### src/rtl/irq_cfg_defs.vh
/*
 register offsets, field positions, reset values for the interrupt
 controller configuration block. assumes byte addressing on a 32-bit
 apb with one aligned word per register.
*/
`ifndef IRQ_CFG_DEFS_VH
`define IRQ_CFG_DEFS_VH

// ----------------------------------------------------------------
// register byte offsets
// ----------------------------------------------------------------
`define OFS_IRQ_CONTROL 8'h00
`define OFS_SHADOW_SELECT 8'h10
`define OFS_SERVICE_STATUS 8'h20
`define OFS_PROX_RELOAD 8'h30

// ----------------------------------------------------------------
// irq_control fields
// ----------------------------------------------------------------
`define POS_EDGE_POL_LO 0
`define POS_EDGE_POL_HI 4
`define POS_TRIGGER_LO 8
`define POS_TRIGGER_HI 10
`define POS_MULTIVECTOR 12
`define POS_SPACING_LO 16
`define POS_SPACING_HI 22

// ----------------------------------------------------------------
// priority_shadow_select fields
// ----------------------------------------------------------------
`define POS_SV_SHADOW 0
`define POS_LEVEL1_SEL 4
`define SEL_WIDTH 4

// ----------------------------------------------------------------
// irq_service_status fields
// ----------------------------------------------------------------
`define POS_LAST_REQ_LO 0
`define POS_LAST_REQ_HI 7
`define POS_REQ_LEVEL_LO 8
`define POS_REQ_LEVEL_HI 10

// ----------------------------------------------------------------
// reset values
// ----------------------------------------------------------------
`define RST_CONTROL 32'h0000_0000
`define RST_SHADOW 32'h0000_0000
`define RST_RELOAD 32'h0000_0000
`define RST_STATUS 32'h0000_0000
`define RST_REQ_LEVEL 3'h0
`define RST_LAST_REQ 8'h00

`endif

### src/rtl/ext_edge_detect.v
/*
 one external interrupt edge detector with selectable polarity.
 assumes the input is already synchronous to the clock.
*/
`default_nettype none

module ext_edge_detect
(
   input wire ref_clk_in,
   input wire arst_n_in,
   input wire sig_in,
   input wire rising_in,
   output reg event_out
);

   reg prev_reg;

   // ----------------------------------------------------------------
   // edge detection
   // ----------------------------------------------------------------
   // a polarity change while the line is steady gives no event
   always @(posedge ref_clk_in or negedge arst_n_in)
   begin
      if (!arst_n_in)
      begin
         prev_reg <= 1'b0;
         event_out <= 1'b0;
      end
      else
      begin
         prev_reg <= sig_in;
         if (rising_in)
            event_out <= sig_in & ~prev_reg;
         else
            event_out <= ~sig_in & prev_reg;
      end
   end

endmodule

`default_nettype wire

### src/rtl/irq_vector_shadow_config.v
/*
 configuration and status of a vectored interrupt controller: mode,
 proximity trigger, edge polarity, shadow set choice, service status,
 with an apb4 register slave. assumes the core pulses present and
 serviced strobes synchronous to ref_clk_in.
*/
// Overview of operation
// - mode bit set gives multi-vector mode, clear gives single-vector
// - trigger level n of 2..7: priority n or lower starts timer
// - trigger level 1: only priority 1 starts the timer
// - trigger level 0: timer disabled, nothing starts it
// - five external inputs, each polarity bit: 1 rising, 0 falling
// - per level 1..7 four-bit field picks shadow set 0 or 1
// - single-vector mode: shadow bit set presents single vector with shadow
// - per-level shadow fields ignored while in single-vector mode
// - read-only field holds priority of latest interrupt presented
// - read-only field holds number of last request serviced
// - unimplemented bits of all registers read as zero
// - one-hot spacing field gives 8..512 bytes, ignored single-vector
// - triggered timer loads its count from software reload value
`default_nettype none
`include "irq_cfg_defs.vh"

module irq_vector_shadow_config
(
   input wire ref_clk_in,
   input wire arst_n_in,
   input wire psel_in,
   input wire penable_in,
   input wire pwrite_in,
   input wire [7:0] paddr_in,
   input wire [31:0] pwdata_in,
   input wire [3:0] pstrb_in,
   output reg [31:0] prdata_out,
   output reg pready_out,
   output reg pslverr_out,
   input wire [4:0] ext_irq_in,
   input wire irq_present_in,
   input wire [2:0] irq_present_level_in,
   input wire irq_serviced_in,
   input wire [7:0] irq_serviced_num_in,
   output wire [4:0] ext_irq_event_out,
   output reg multivector_out,
   output reg [9:0] vector_spacing_out,
   output reg shadow_used_out,
   output reg shadow_set_out,
   output reg prox_start_out,
   output reg [31:0] prox_load_value_out
);

   // ----------------------------------------------------------------
   // functions
   // ----------------------------------------------------------------
   function [31:0] merge_strb;
      input [31:0] old_val;
      input [31:0] new_val;
      input [3:0] strb;
      integer i;
      begin
         merge_strb = old_val;
         for (i = 0; i < 4; i = i + 1)
         begin
            if (strb[i])
               merge_strb[i*8 +: 8] = new_val[i*8 +: 8];
         end
      end
   endfunction

   function addr_hit;
      input [7:0] addr;
      begin
         addr_hit = (addr == `OFS_IRQ_CONTROL) ||
                    (addr == `OFS_SHADOW_SELECT) ||
                    (addr == `OFS_SERVICE_STATUS) ||
                    (addr == `OFS_PROX_RELOAD);
      end
   endfunction

   function level_hits;
      input [2:0] trig;
      input [2:0] lvl;
      begin
         if (trig == 3'h0)
            level_hits = 1'b0;
         else if (trig == 3'h1)
            level_hits = (lvl == 3'h1);
         else
            level_hits = (lvl != 3'h0) && (lvl <= trig);
      end
   endfunction

   function [9:0] spacing_bytes;
      input [6:0] code;
      begin
         case (code)
            7'h01: spacing_bytes = 10'h008;
            7'h02: spacing_bytes = 10'h010;
            7'h04: spacing_bytes = 10'h020;
            7'h08: spacing_bytes = 10'h040;
            7'h10: spacing_bytes = 10'h080;
            7'h20: spacing_bytes = 10'h100;
            7'h40: spacing_bytes = 10'h200;
            default: spacing_bytes = 10'h000;
         endcase
      end
   endfunction

   // ----------------------------------------------------------------
   // register state
   // ----------------------------------------------------------------
   reg [31:0] control_reg;
   reg [31:0] shadow_reg;
   reg [31:0] reload_reg;
   reg [2:0] req_level_reg;
   reg [7:0] last_req_reg;

   wire multivector_select;
   wire [2:0] proximity_trigger_level;
   wire [4:0] edge_pol;
   wire [6:0] vector_spacing;
   wire single_vector_shadow_use;

   assign multivector_select = control_reg[`POS_MULTIVECTOR];
   assign proximity_trigger_level =
      control_reg[`POS_TRIGGER_HI:`POS_TRIGGER_LO];
   assign edge_pol = control_reg[`POS_EDGE_POL_HI:`POS_EDGE_POL_LO];
   assign vector_spacing = control_reg[`POS_SPACING_HI:`POS_SPACING_LO];
   assign single_vector_shadow_use = shadow_reg[`POS_SV_SHADOW];

   // ----------------------------------------------------------------
   // writable bit masks
   // ----------------------------------------------------------------
   // masks keep unimplemented bits at zero in storage itself
   wire [31:0] control_mask;
   wire [31:0] shadow_mask;

   assign control_mask = 32'h007F_171F;
   assign shadow_mask = 32'hFFFF_FFF1;

   // ----------------------------------------------------------------
   // apb decode
   // ----------------------------------------------------------------
   wire setup_phase;
   wire access_done;
   wire wr_done;
   wire addr_known;
   reg [31:0] rd_mux;

   assign setup_phase = psel_in & ~penable_in;
   assign access_done = psel_in & penable_in & pready_out;
   assign wr_done = access_done & pwrite_in & ~pslverr_out;
   assign addr_known = addr_hit(paddr_in);

   always @*
   begin
      rd_mux = 32'h0000_0000;
      case (paddr_in)
         `OFS_IRQ_CONTROL: rd_mux = control_reg;
         `OFS_SHADOW_SELECT: rd_mux = shadow_reg;
         `OFS_SERVICE_STATUS:
         begin
            rd_mux[`POS_REQ_LEVEL_HI:`POS_REQ_LEVEL_LO] =
               req_level_reg;
            rd_mux[`POS_LAST_REQ_HI:`POS_LAST_REQ_LO] =
               last_req_reg;
         end
         `OFS_PROX_RELOAD: rd_mux = reload_reg;
         default: rd_mux = 32'h0000_0000;
      endcase
   end

   // ----------------------------------------------------------------
   // apb answer
   // ----------------------------------------------------------------
   // one wait-free access cycle: ready rises with penable
   always @(posedge ref_clk_in or negedge arst_n_in)
   begin
      if (!arst_n_in)
      begin
         pready_out <= 1'b0;
         pslverr_out <= 1'b0;
         prdata_out <= 32'h0000_0000;
      end
      else
      begin
         pready_out <= setup_phase;
         if (setup_phase)
         begin
            pslverr_out <= ~addr_known;
            if (!pwrite_in && addr_known)
               prdata_out <= rd_mux;
            else
               prdata_out <= 32'h0000_0000;
         end
         else if (access_done)
         begin
            pslverr_out <= 1'b0;
            prdata_out <= 32'h0000_0000;
         end
      end
   end

   // ----------------------------------------------------------------
   // software registers
   // ----------------------------------------------------------------
   always @(posedge ref_clk_in or negedge arst_n_in)
   begin
      if (!arst_n_in)
      begin
         control_reg <= `RST_CONTROL;
         shadow_reg <= `RST_SHADOW;
         reload_reg <= `RST_RELOAD;
      end
      else if (wr_done)
      begin
         case (paddr_in)
            `OFS_IRQ_CONTROL:
               control_reg <= merge_strb(control_reg, pwdata_in,
                  pstrb_in) & control_mask;
            `OFS_SHADOW_SELECT:
               shadow_reg <= merge_strb(shadow_reg, pwdata_in,
                  pstrb_in) & shadow_mask;
            `OFS_PROX_RELOAD:
               reload_reg <= merge_strb(reload_reg, pwdata_in,
                  pstrb_in);
            `OFS_SERVICE_STATUS:
               reload_reg <= reload_reg;
            default:
               reload_reg <= reload_reg;
         endcase
      end
   end

   // ----------------------------------------------------------------
   // hardware status
   // ----------------------------------------------------------------
   // only core strobes reach these; the bus path never does
   always @(posedge ref_clk_in or negedge arst_n_in)
   begin
      if (!arst_n_in)
      begin
         req_level_reg <= `RST_REQ_LEVEL;
         last_req_reg <= `RST_LAST_REQ;
      end
      else
      begin
         if (irq_present_in)
            req_level_reg <= irq_present_level_in;
         if (irq_serviced_in)
            last_req_reg <= irq_serviced_num_in;
      end
   end

   // ----------------------------------------------------------------
   // external edge detectors
   // ----------------------------------------------------------------
   genvar g;
   generate
      for (g = 0; g < 5; g = g + 1)
      begin : edge_gen
         ext_edge_detect edge_u
         (
            .ref_clk_in(ref_clk_in),
            .arst_n_in(arst_n_in),
            .sig_in(ext_irq_in[g]),
            .rising_in(edge_pol[g]),
            .event_out(ext_irq_event_out[g])
         );
      end
   endgenerate

   // ----------------------------------------------------------------
   // shadow set choice
   // ----------------------------------------------------------------
   // reserved codes fall back to set 0; software must not write them
   reg [3:0] level_sel;
   reg shadow_next;
   reg used_next;

   always @*
   begin
      level_sel = 4'h0;
      if (irq_present_level_in != 3'h0)
         level_sel = shadow_reg[(irq_present_level_in * `SEL_WIDTH)
            +: `SEL_WIDTH];
      if (multivector_select)
      begin
         shadow_next = (level_sel == 4'h1);
         used_next = 1'b1;
      end
      else
      begin
         shadow_next = single_vector_shadow_use;
         used_next = single_vector_shadow_use;
      end
   end

   // ----------------------------------------------------------------
   // proximity trigger
   // ----------------------------------------------------------------
   // one decode feeds both the start pulse and the reload capture
   wire prox_hit;

   assign prox_hit = irq_present_in &
      level_hits(proximity_trigger_level,
         irq_present_level_in);

   // ----------------------------------------------------------------
   // core facing outputs
   // ----------------------------------------------------------------
   always @(posedge ref_clk_in or negedge arst_n_in)
   begin
      if (!arst_n_in)
      begin
         multivector_out <= 1'b0;
         vector_spacing_out <= 10'h000;
         shadow_used_out <= 1'b0;
         shadow_set_out <= 1'b0;
         prox_start_out <= 1'b0;
         prox_load_value_out <= 32'h0000_0000;
      end
      else
      begin
         multivector_out <= multivector_select;
         if (multivector_select)
            vector_spacing_out <= spacing_bytes(vector_spacing);
         else
            vector_spacing_out <= 10'h000;
         if (irq_present_in)
         begin
            shadow_used_out <= used_next;
            shadow_set_out <= shadow_next;
         end
         prox_start_out <= prox_hit;
         if (prox_hit)
            prox_load_value_out <= reload_reg;
      end
   end

endmodule

`default_nettype wire

### config.mk
export PLATFORM = sky130hd
export DESIGN_NAME = irq_vector_shadow_config
export DESIGN_NICKNAME = d
export VERILOG_FILES = /design/src/rtl/ext_edge_detect.v /design/src/rtl/irq_vector_shadow_config.v
export VERILOG_INCLUDE_DIRS = /design/src /design/src/rtl
export SDC_FILE = /design/constraint.sdc
export NUM_CORES = 1
export LEC_CHECK = 0
export ABC_AREA = 1
export BUFFER_PORTS_ARGS = -buffer_cell sky130_fd_sc_hd__buf_2
export CAP_MARGIN = 10
export CORE_UTILIZATION = 45
export CTS_CLUSTER_DIAMETER = 100
export DETAILED_ROUTE_END_ITERATION = 7
export GPL_TIMING_DRIVEN = 0
export PLACE_DENSITY = 0.77
export SETUP_SLACK_MARGIN = 0.3
export SLEW_MARGIN = 20
export SYNTH_ARGS = -nofsm -noshare
export SYNTH_HDL_FRONTEND = slang
export SYNTH_SLANG_ARGS = --single-unit
### constraint.sdc
create_clock -name ref_clk_in -period 1.84 [get_ports ref_clk_in]
set_input_delay 0.552 -clock ref_clk_in [delete_from_list [all_inputs] [get_ports ref_clk_in]]
set_output_delay 0.552 -clock ref_clk_in [all_outputs]
set_load 0.01 [all_outputs]
==> results of run 1 <==
==> layout make-up <==
class	count	area (µm²)
sequential	175	4379
fill	1340	6347
inverter	84	315.3
multi-input combinational	613	3124
timing repair buffer	196	1251
clock buffer	20	456.7
clock inverter	12	133.9
tap	220	275.3
buffer	43	359.1
==> logic make-up after synthesis <==
group	count (synthesis)	share of synthesized area, %
simple gates	490	26.63
mux	8	1.171
buf+inv	127	7.158
compound gates	108	7.565
other cells	1	0.04876
fa+ha+maj	3	0.4881
flops	175	56.94
==> repair_timing <==
item                                    CTS  global route
resized for setup                        59            84
cloned                                    3             3
endpoints found under the setup margin   97           192
setup buffers                             9            34
pin swaps                                 5            20
==> metrics by stage <==
step	utilization (%)	hold WS, ps	setup TNS (ps)	area [µm²]
2_1_floorplan	-	256.4	0	7825
3_3_place_gp	53.09	416.2	-447630	8836
3_5_place_dp	53.32	418.0	-14390	8874
4_1_cts	58.67	96.88	0	9764
5_1_grt	61.86	98.50	0	10290
6_report	61.86	61.11	0	10290
==> worst max path at each step <==
stage	startpoint	endpoint	slack (ps)	depth (start not counted)
2_1_floorplan	irq_present_level_in[2]	prox_load_value_out[10]	260	9
3_3_place_gp	arst_n_in	control_reg[18]	-2500	1
3_5_place_dp	irq_present_level_in[0]	prox_load_value_out[11]	-270	10
4_1_cts	control_reg[10]	prox_load_value_out[22]	250	10
5_1_grt	control_reg[10]	prox_load_value_out[10]	150	10
6_report	control_reg[10]	prox_load_value_out[18]	190	10
==> where the power goes <==
group          internal, µW  leakage [µW]  switching [µW]
sequential             3890       0.00240            23.4
combinational           147       0.00298             261
clock                  2080      0.000275            1560
total                  6110       0.00566            1850
==> Yosys cell counts (2+ instances only) <==
cell,count
nand2_1,350
dfrtp_1,175
inv_1,81
o21ai_0,76
nand3_1,61
nor2_1,43
clkbuf_1,15
nand4_1,15
buf_2,14
o21ai_1,14
buf_4,13
o21ai_2,10
mux2_2,8
a21oi_1,6
nand2_2,5
nor2_2,5
ha_1,3
inv_2,3
nor4_1,3
nor3_1,2
==> critical path: stages, from the launching register on <==
cell     delay, ps
dfrtp_1        380
inv_2           60
ha_4           280
nand2_2         60
o21ai_2        150
nand2_2         90
nand2_4        130
nand2_8        120
buf_6          170
nand2_2         60
nand2_2         50
==> routing by layer <==
metal	vias to the layer above	share of wire (%)	GRT usage [%]
met2	295	48	38.68
met4	0	4.2	12.26
met5	-	0	0
met3	61	5.8	5.287
met1	3370	42	32.42
li1	3319	-	-
==> out/metrics.cfg, run 1 <==
[layout]
area_growth_syn_to_layout_pct=33.85
final_common_cell=nand2_1
final_cells=1363
n_antenna_cell=0
drive_gt1_share_pct=32.90
fin_nets=1200
final_cell_mix=nand2_1, dfrtp_1, buf_2

[clocking]
clock_path_buffers=2
cts.clk_slew.worst_paths_ps=70
cts_tree=built
numCtsBuffers=17
cts-root-buf=clkbuf_16
cts_hold_buf=0
clock-sinks=175
ctsHtreeMaxLevel=4
insertion_delay_ps=440

[worst_setup_path]
r2r-end=prox_load_value_out[18]
reg2reg_slack_ps=190
cp-end-kind=flop
start_kind=flop
critPathArrivalTime_ps=1990
r2r-start=control_reg[10]
critical_path_required_ps=2170
crit_type=flop to flop
reg2reg_depth=10
path_max_fanout=8

[global_routing]
grt_overflow=0
grt_pass1_wl_mm=33.29
antenna_found_initial=0
grt_pass1_vias=6555
grt.total_usage_pct=24.64
grt_max_degree=103

[floorplan]
die-height_um=132.7
rows=47
dieArea_um2=17620
io_pins=152
core_area_um2=16640
die_w_um=132.7
start_util_pct=46.21

[yosys]
synth_largest_area_cell=dfrtp_1
async_reset_ff_share_pct=100.0
netlist_area_um2=7691
avgSynthCellArea_um2=8.433
synth_cell_types=30
synth_warnings=0
synth_ff_type=dfrtp_1
synth.top_cell.area_share_pct=56.94
synthCells=912
ys_seq_elements=175
ys_top_cells_by_area=dfrtp_1, nand2_1, o21ai_0
synth_enable_flop_cells=0
ys_seq_area_share_pct=56.94

[power]
power.density_nw_per_um2=773.1
leakagePower_uw=0.005655
ir_drop_v=0.0006333
total_power_uw=7959

[placed_design]
post-place-ws_ps=-266.7
numPortBuffers=147
dpl.cell_count=1282
dpl.hpwl_mm=14.72
gp_congestion=0.8659

[status]
status=completed

[sta]
tightest_slew_ps=566.7
hold_violations=0
slew_headroom_pct=62.22
rsz0062_at_grt=yes
timing.final.crit_share_pct=89.89
clock.fmax_ghz=0.6046
skew_ps=9.148
finalSetupViolations=0
report.final.slew_viol_count=0
fin_ws_ps=186.1
fin_crit_ps=1654

[drt]
num_vias=7045
drc_errors=0
routed_wl_mm=21.59
postRouteAntennaNets=0
drt_first_iter_violations=529
wl_per_cell_um=15.84
detail_route.vias_per_cell=5.169
first_pass_iters=4

[flow_run]
maxCapViolCount=0

[worst_hold_path]
hold_class=primary input to async pin

(Power assumes the default switching activity.)
==> run 2: changes to the inputs <==
- CORE_ASPECT_RATIO: not set -> 1.2
==> out/metrics.cfg, run 2 (same netlist as run 1, synthesis figures left out) <==
[status]
status=completed  ; unchanged

[placed_design]
dpl.hpwl_mm=14.82  ; was 14.72 mm
post-place-ws_ps=-281.2  ; was -266.7 ps
numPortBuffers=147  ; unchanged
dpl.cell_count=1278  ; was 1,282
gp_congestion=0.8421  ; was 0.8659

[clocking]
cts.clk_slew.worst_paths_ps=70  ; about the same
cts_tree=built  ; unchanged
cts-root-buf=clkbuf_16  ; unchanged
numCtsBuffers=17  ; unchanged
clock-sinks=175  ; unchanged
clock_path_buffers=2  ; unchanged
ctsHtreeMaxLevel=4  ; unchanged
cts_hold_buf=0  ; unchanged
insertion_delay_ps=430  ; was 440 ps

[floorplan]
dieArea_um2=17620  ; about the same
die-height_um=145.2  ; was 132.7 µm
start_util_pct=45.82  ; was 46.21%
rows=52  ; was 47
io_pins=152  ; unchanged
die_w_um=121.3  ; was 132.7 µm
core_area_um2=16790  ; was 16,640 µm²

[global_routing]
grt_overflow=0  ; unchanged
antenna_found_initial=0  ; unchanged
grt_max_degree=95  ; was 103
grt_pass1_vias=6684  ; was 6,555
grt.total_usage_pct=25.09  ; was 24.64%
grt_pass1_wl_mm=33.79  ; was 33.29 mm

[sta]
finalSetupViolations=0  ; unchanged
rsz0062_at_grt=yes  ; unchanged
clock.fmax_ghz=0.6084  ; was 0.6046 GHz
skew_ps=11.87  ; was 9.148 ps
report.final.slew_viol_count=0  ; unchanged
tightest_slew_ps=706.2  ; was 566.7 ps
fin_ws_ps=196.3  ; was 186.1 ps
fin_crit_ps=1644  ; was 1654 ps
timing.final.crit_share_pct=89.33  ; was 89.89%
hold_violations=0  ; unchanged
slew_headroom_pct=52.92  ; was 62.22%
timing.setup.tns_ps=0  ; unchanged

[worst_setup_path]
critPathArrivalTime_ps=1960  ; was 1990 ps
critical_path_required_ps=2160  ; was 2170 ps
cp-end-kind=flop  ; unchanged
start_kind=flop  ; unchanged
path_max_fanout=7  ; was 8
crit_type=flop to flop  ; unchanged
reg2reg_slack_ps=200  ; was 190 ps

[layout]
area_growth_syn_to_layout_pct=33.80  ; was 33.85%
n_antenna_cell=0  ; unchanged
drive_gt1_share_pct=31.87  ; was 32.90%
final_common_cell=nand2_1  ; unchanged
final_cell_mix=nand2_1, dfrtp_1, buf_2  ; unchanged
final_cells=1358  ; was 1,363
fin_nets=1200  ; unchanged
nFillCells=1401  ; was 1,340

[drt]
first_pass_iters=5  ; was 4
wl_per_cell_um=15.89  ; was 15.84 µm
num_vias=6873  ; was 7,045
drt_first_iter_violations=516  ; was 529
postRouteAntennaNets=0  ; unchanged
routed_wl_mm=21.58  ; was 21.59 mm
drc_errors=0  ; unchanged
detail_route.vias_per_cell=5.061  ; was 5.169

[power]
p_switching_uw=1813  ; was 1847 µW
total_power_uw=7723  ; was 7959 µW
p_clk_share_pct=44.1  ; was 45.7%
p_comb_share_pct=5.3  ; was 5.1%
swShare_pct=23.47  ; was 23.20%
p_int_uw=5910  ; was 6112 µW
seqPwrFrac_pct=50.6  ; was 49.1%
power.density_nw_per_um2=750.4  ; was 773.1 nW/µm²
leakagePower_uw=0.005665  ; was 0.005655 µW
ir_drop_v=0.0006573  ; was 0.0006333 V

[flow_run]
maxCapViolCount=0  ; unchanged

[worst_hold_path]
hold_class=primary input to async pin  ; unchanged

==> run 2: cell types whose count changed in the layout (fill, tap and decap cells not counted), sizes merged <==
cell	previous run	this run
inv	87	90
bufinv	2	1
clkinvlp	5	2
clkbuf	31	35
clkinv	2	5
buf	228	221
==> run 2: path summary, 6_finish.rpt <==
kind	cells after the start	endpoint	startpoint
setup / recovery	10	prox_load_value_out[11]	control_reg[10]
hold / removal	1	edge_gen[1].edge_u.prev_reg	arst_n_in
setup reg to reg	10	prox_load_value_out[11]	control_reg[10]
hold reg to reg	0	multivector_out	control_reg[12]
max in group asynchronous	2	prdata_out[15]	arst_n_in
min in group ref_clk_in	1	edge_gen[2].edge_u.prev_reg	ext_irq_in[2]
==> run 2: final cells by class <==
type                       count  area [µm²]  area share [%]
buffer                        43       379.1           3.684
clock buffer                  17       425.4           4.134
multi-input combinational    613        3127           30.38
inverter                      84       315.3           3.064
sequential                   175        4379           42.55
tap                          216       270.3           2.626
timing repair buffer         196        1265           12.29
clock inverter                14       130.1           1.264
==> run 2: critical path, cell delays in order (launching register included) <==
cell     delay, ps
dfrtp_1        380
inv_2           50
ha_4           280
nand2_2         40
o21ai_1        110
nand2_1        120
nand2_4        140
nand2_8        110
buf_8          180
nand2_4         70
nand2_1         60
==> run 2: per-stage QoR <==
stage | hold slack [ps] | cell area, µm² | util [%]
6_report | 131.4 | 10290 | 61.31
5_1_grt | 195.4 | 10290 | 61.31
4_1_cts | 169.8 | 9921 | 59.10
3_5_place_dp | 397.0 | 8869 | 52.83
3_3_place_gp | 386.1 | 8831 | 52.61
2_1_floorplan | 256.4 | 7825 | -
==> run 2: layer usage <==
| layer | vias to the layer above | global-route usage [%] | routed length (µm) |
|---|---|---|---|
| li1 | 3322 | - | - |
| met1 | 3298 | 30.76 | 8534 |
| met2 | 206 | 42.47 | 11240 |
| met3 | 47 | 5.346 | 1182 |
| met4 | 0 | 10.19 | 622 |
| met5 | - | 0 | 0 |
==> run 2: repair_timing <==
| item | CTS | global route |
|---|---|---|
| buffers inserted | 13 | 29 |
| pin swaps | 31 | 21 |
| cloned | 5 | 2 |
| endpoints found under the setup margin | 114 | 154 |
| gates resized for setup | 87 | 55 |
==> run 2: power groups by stage <==
stage               registers (µW)  clock network (µW)  logic (µW)
floorplan                     3980                   0         149
global placement              3980                   0         360
detailed placement            3980                   0         377
CTS                           3910                3440         402
global route                  3910                3620         458
finish                        3910                3400         409
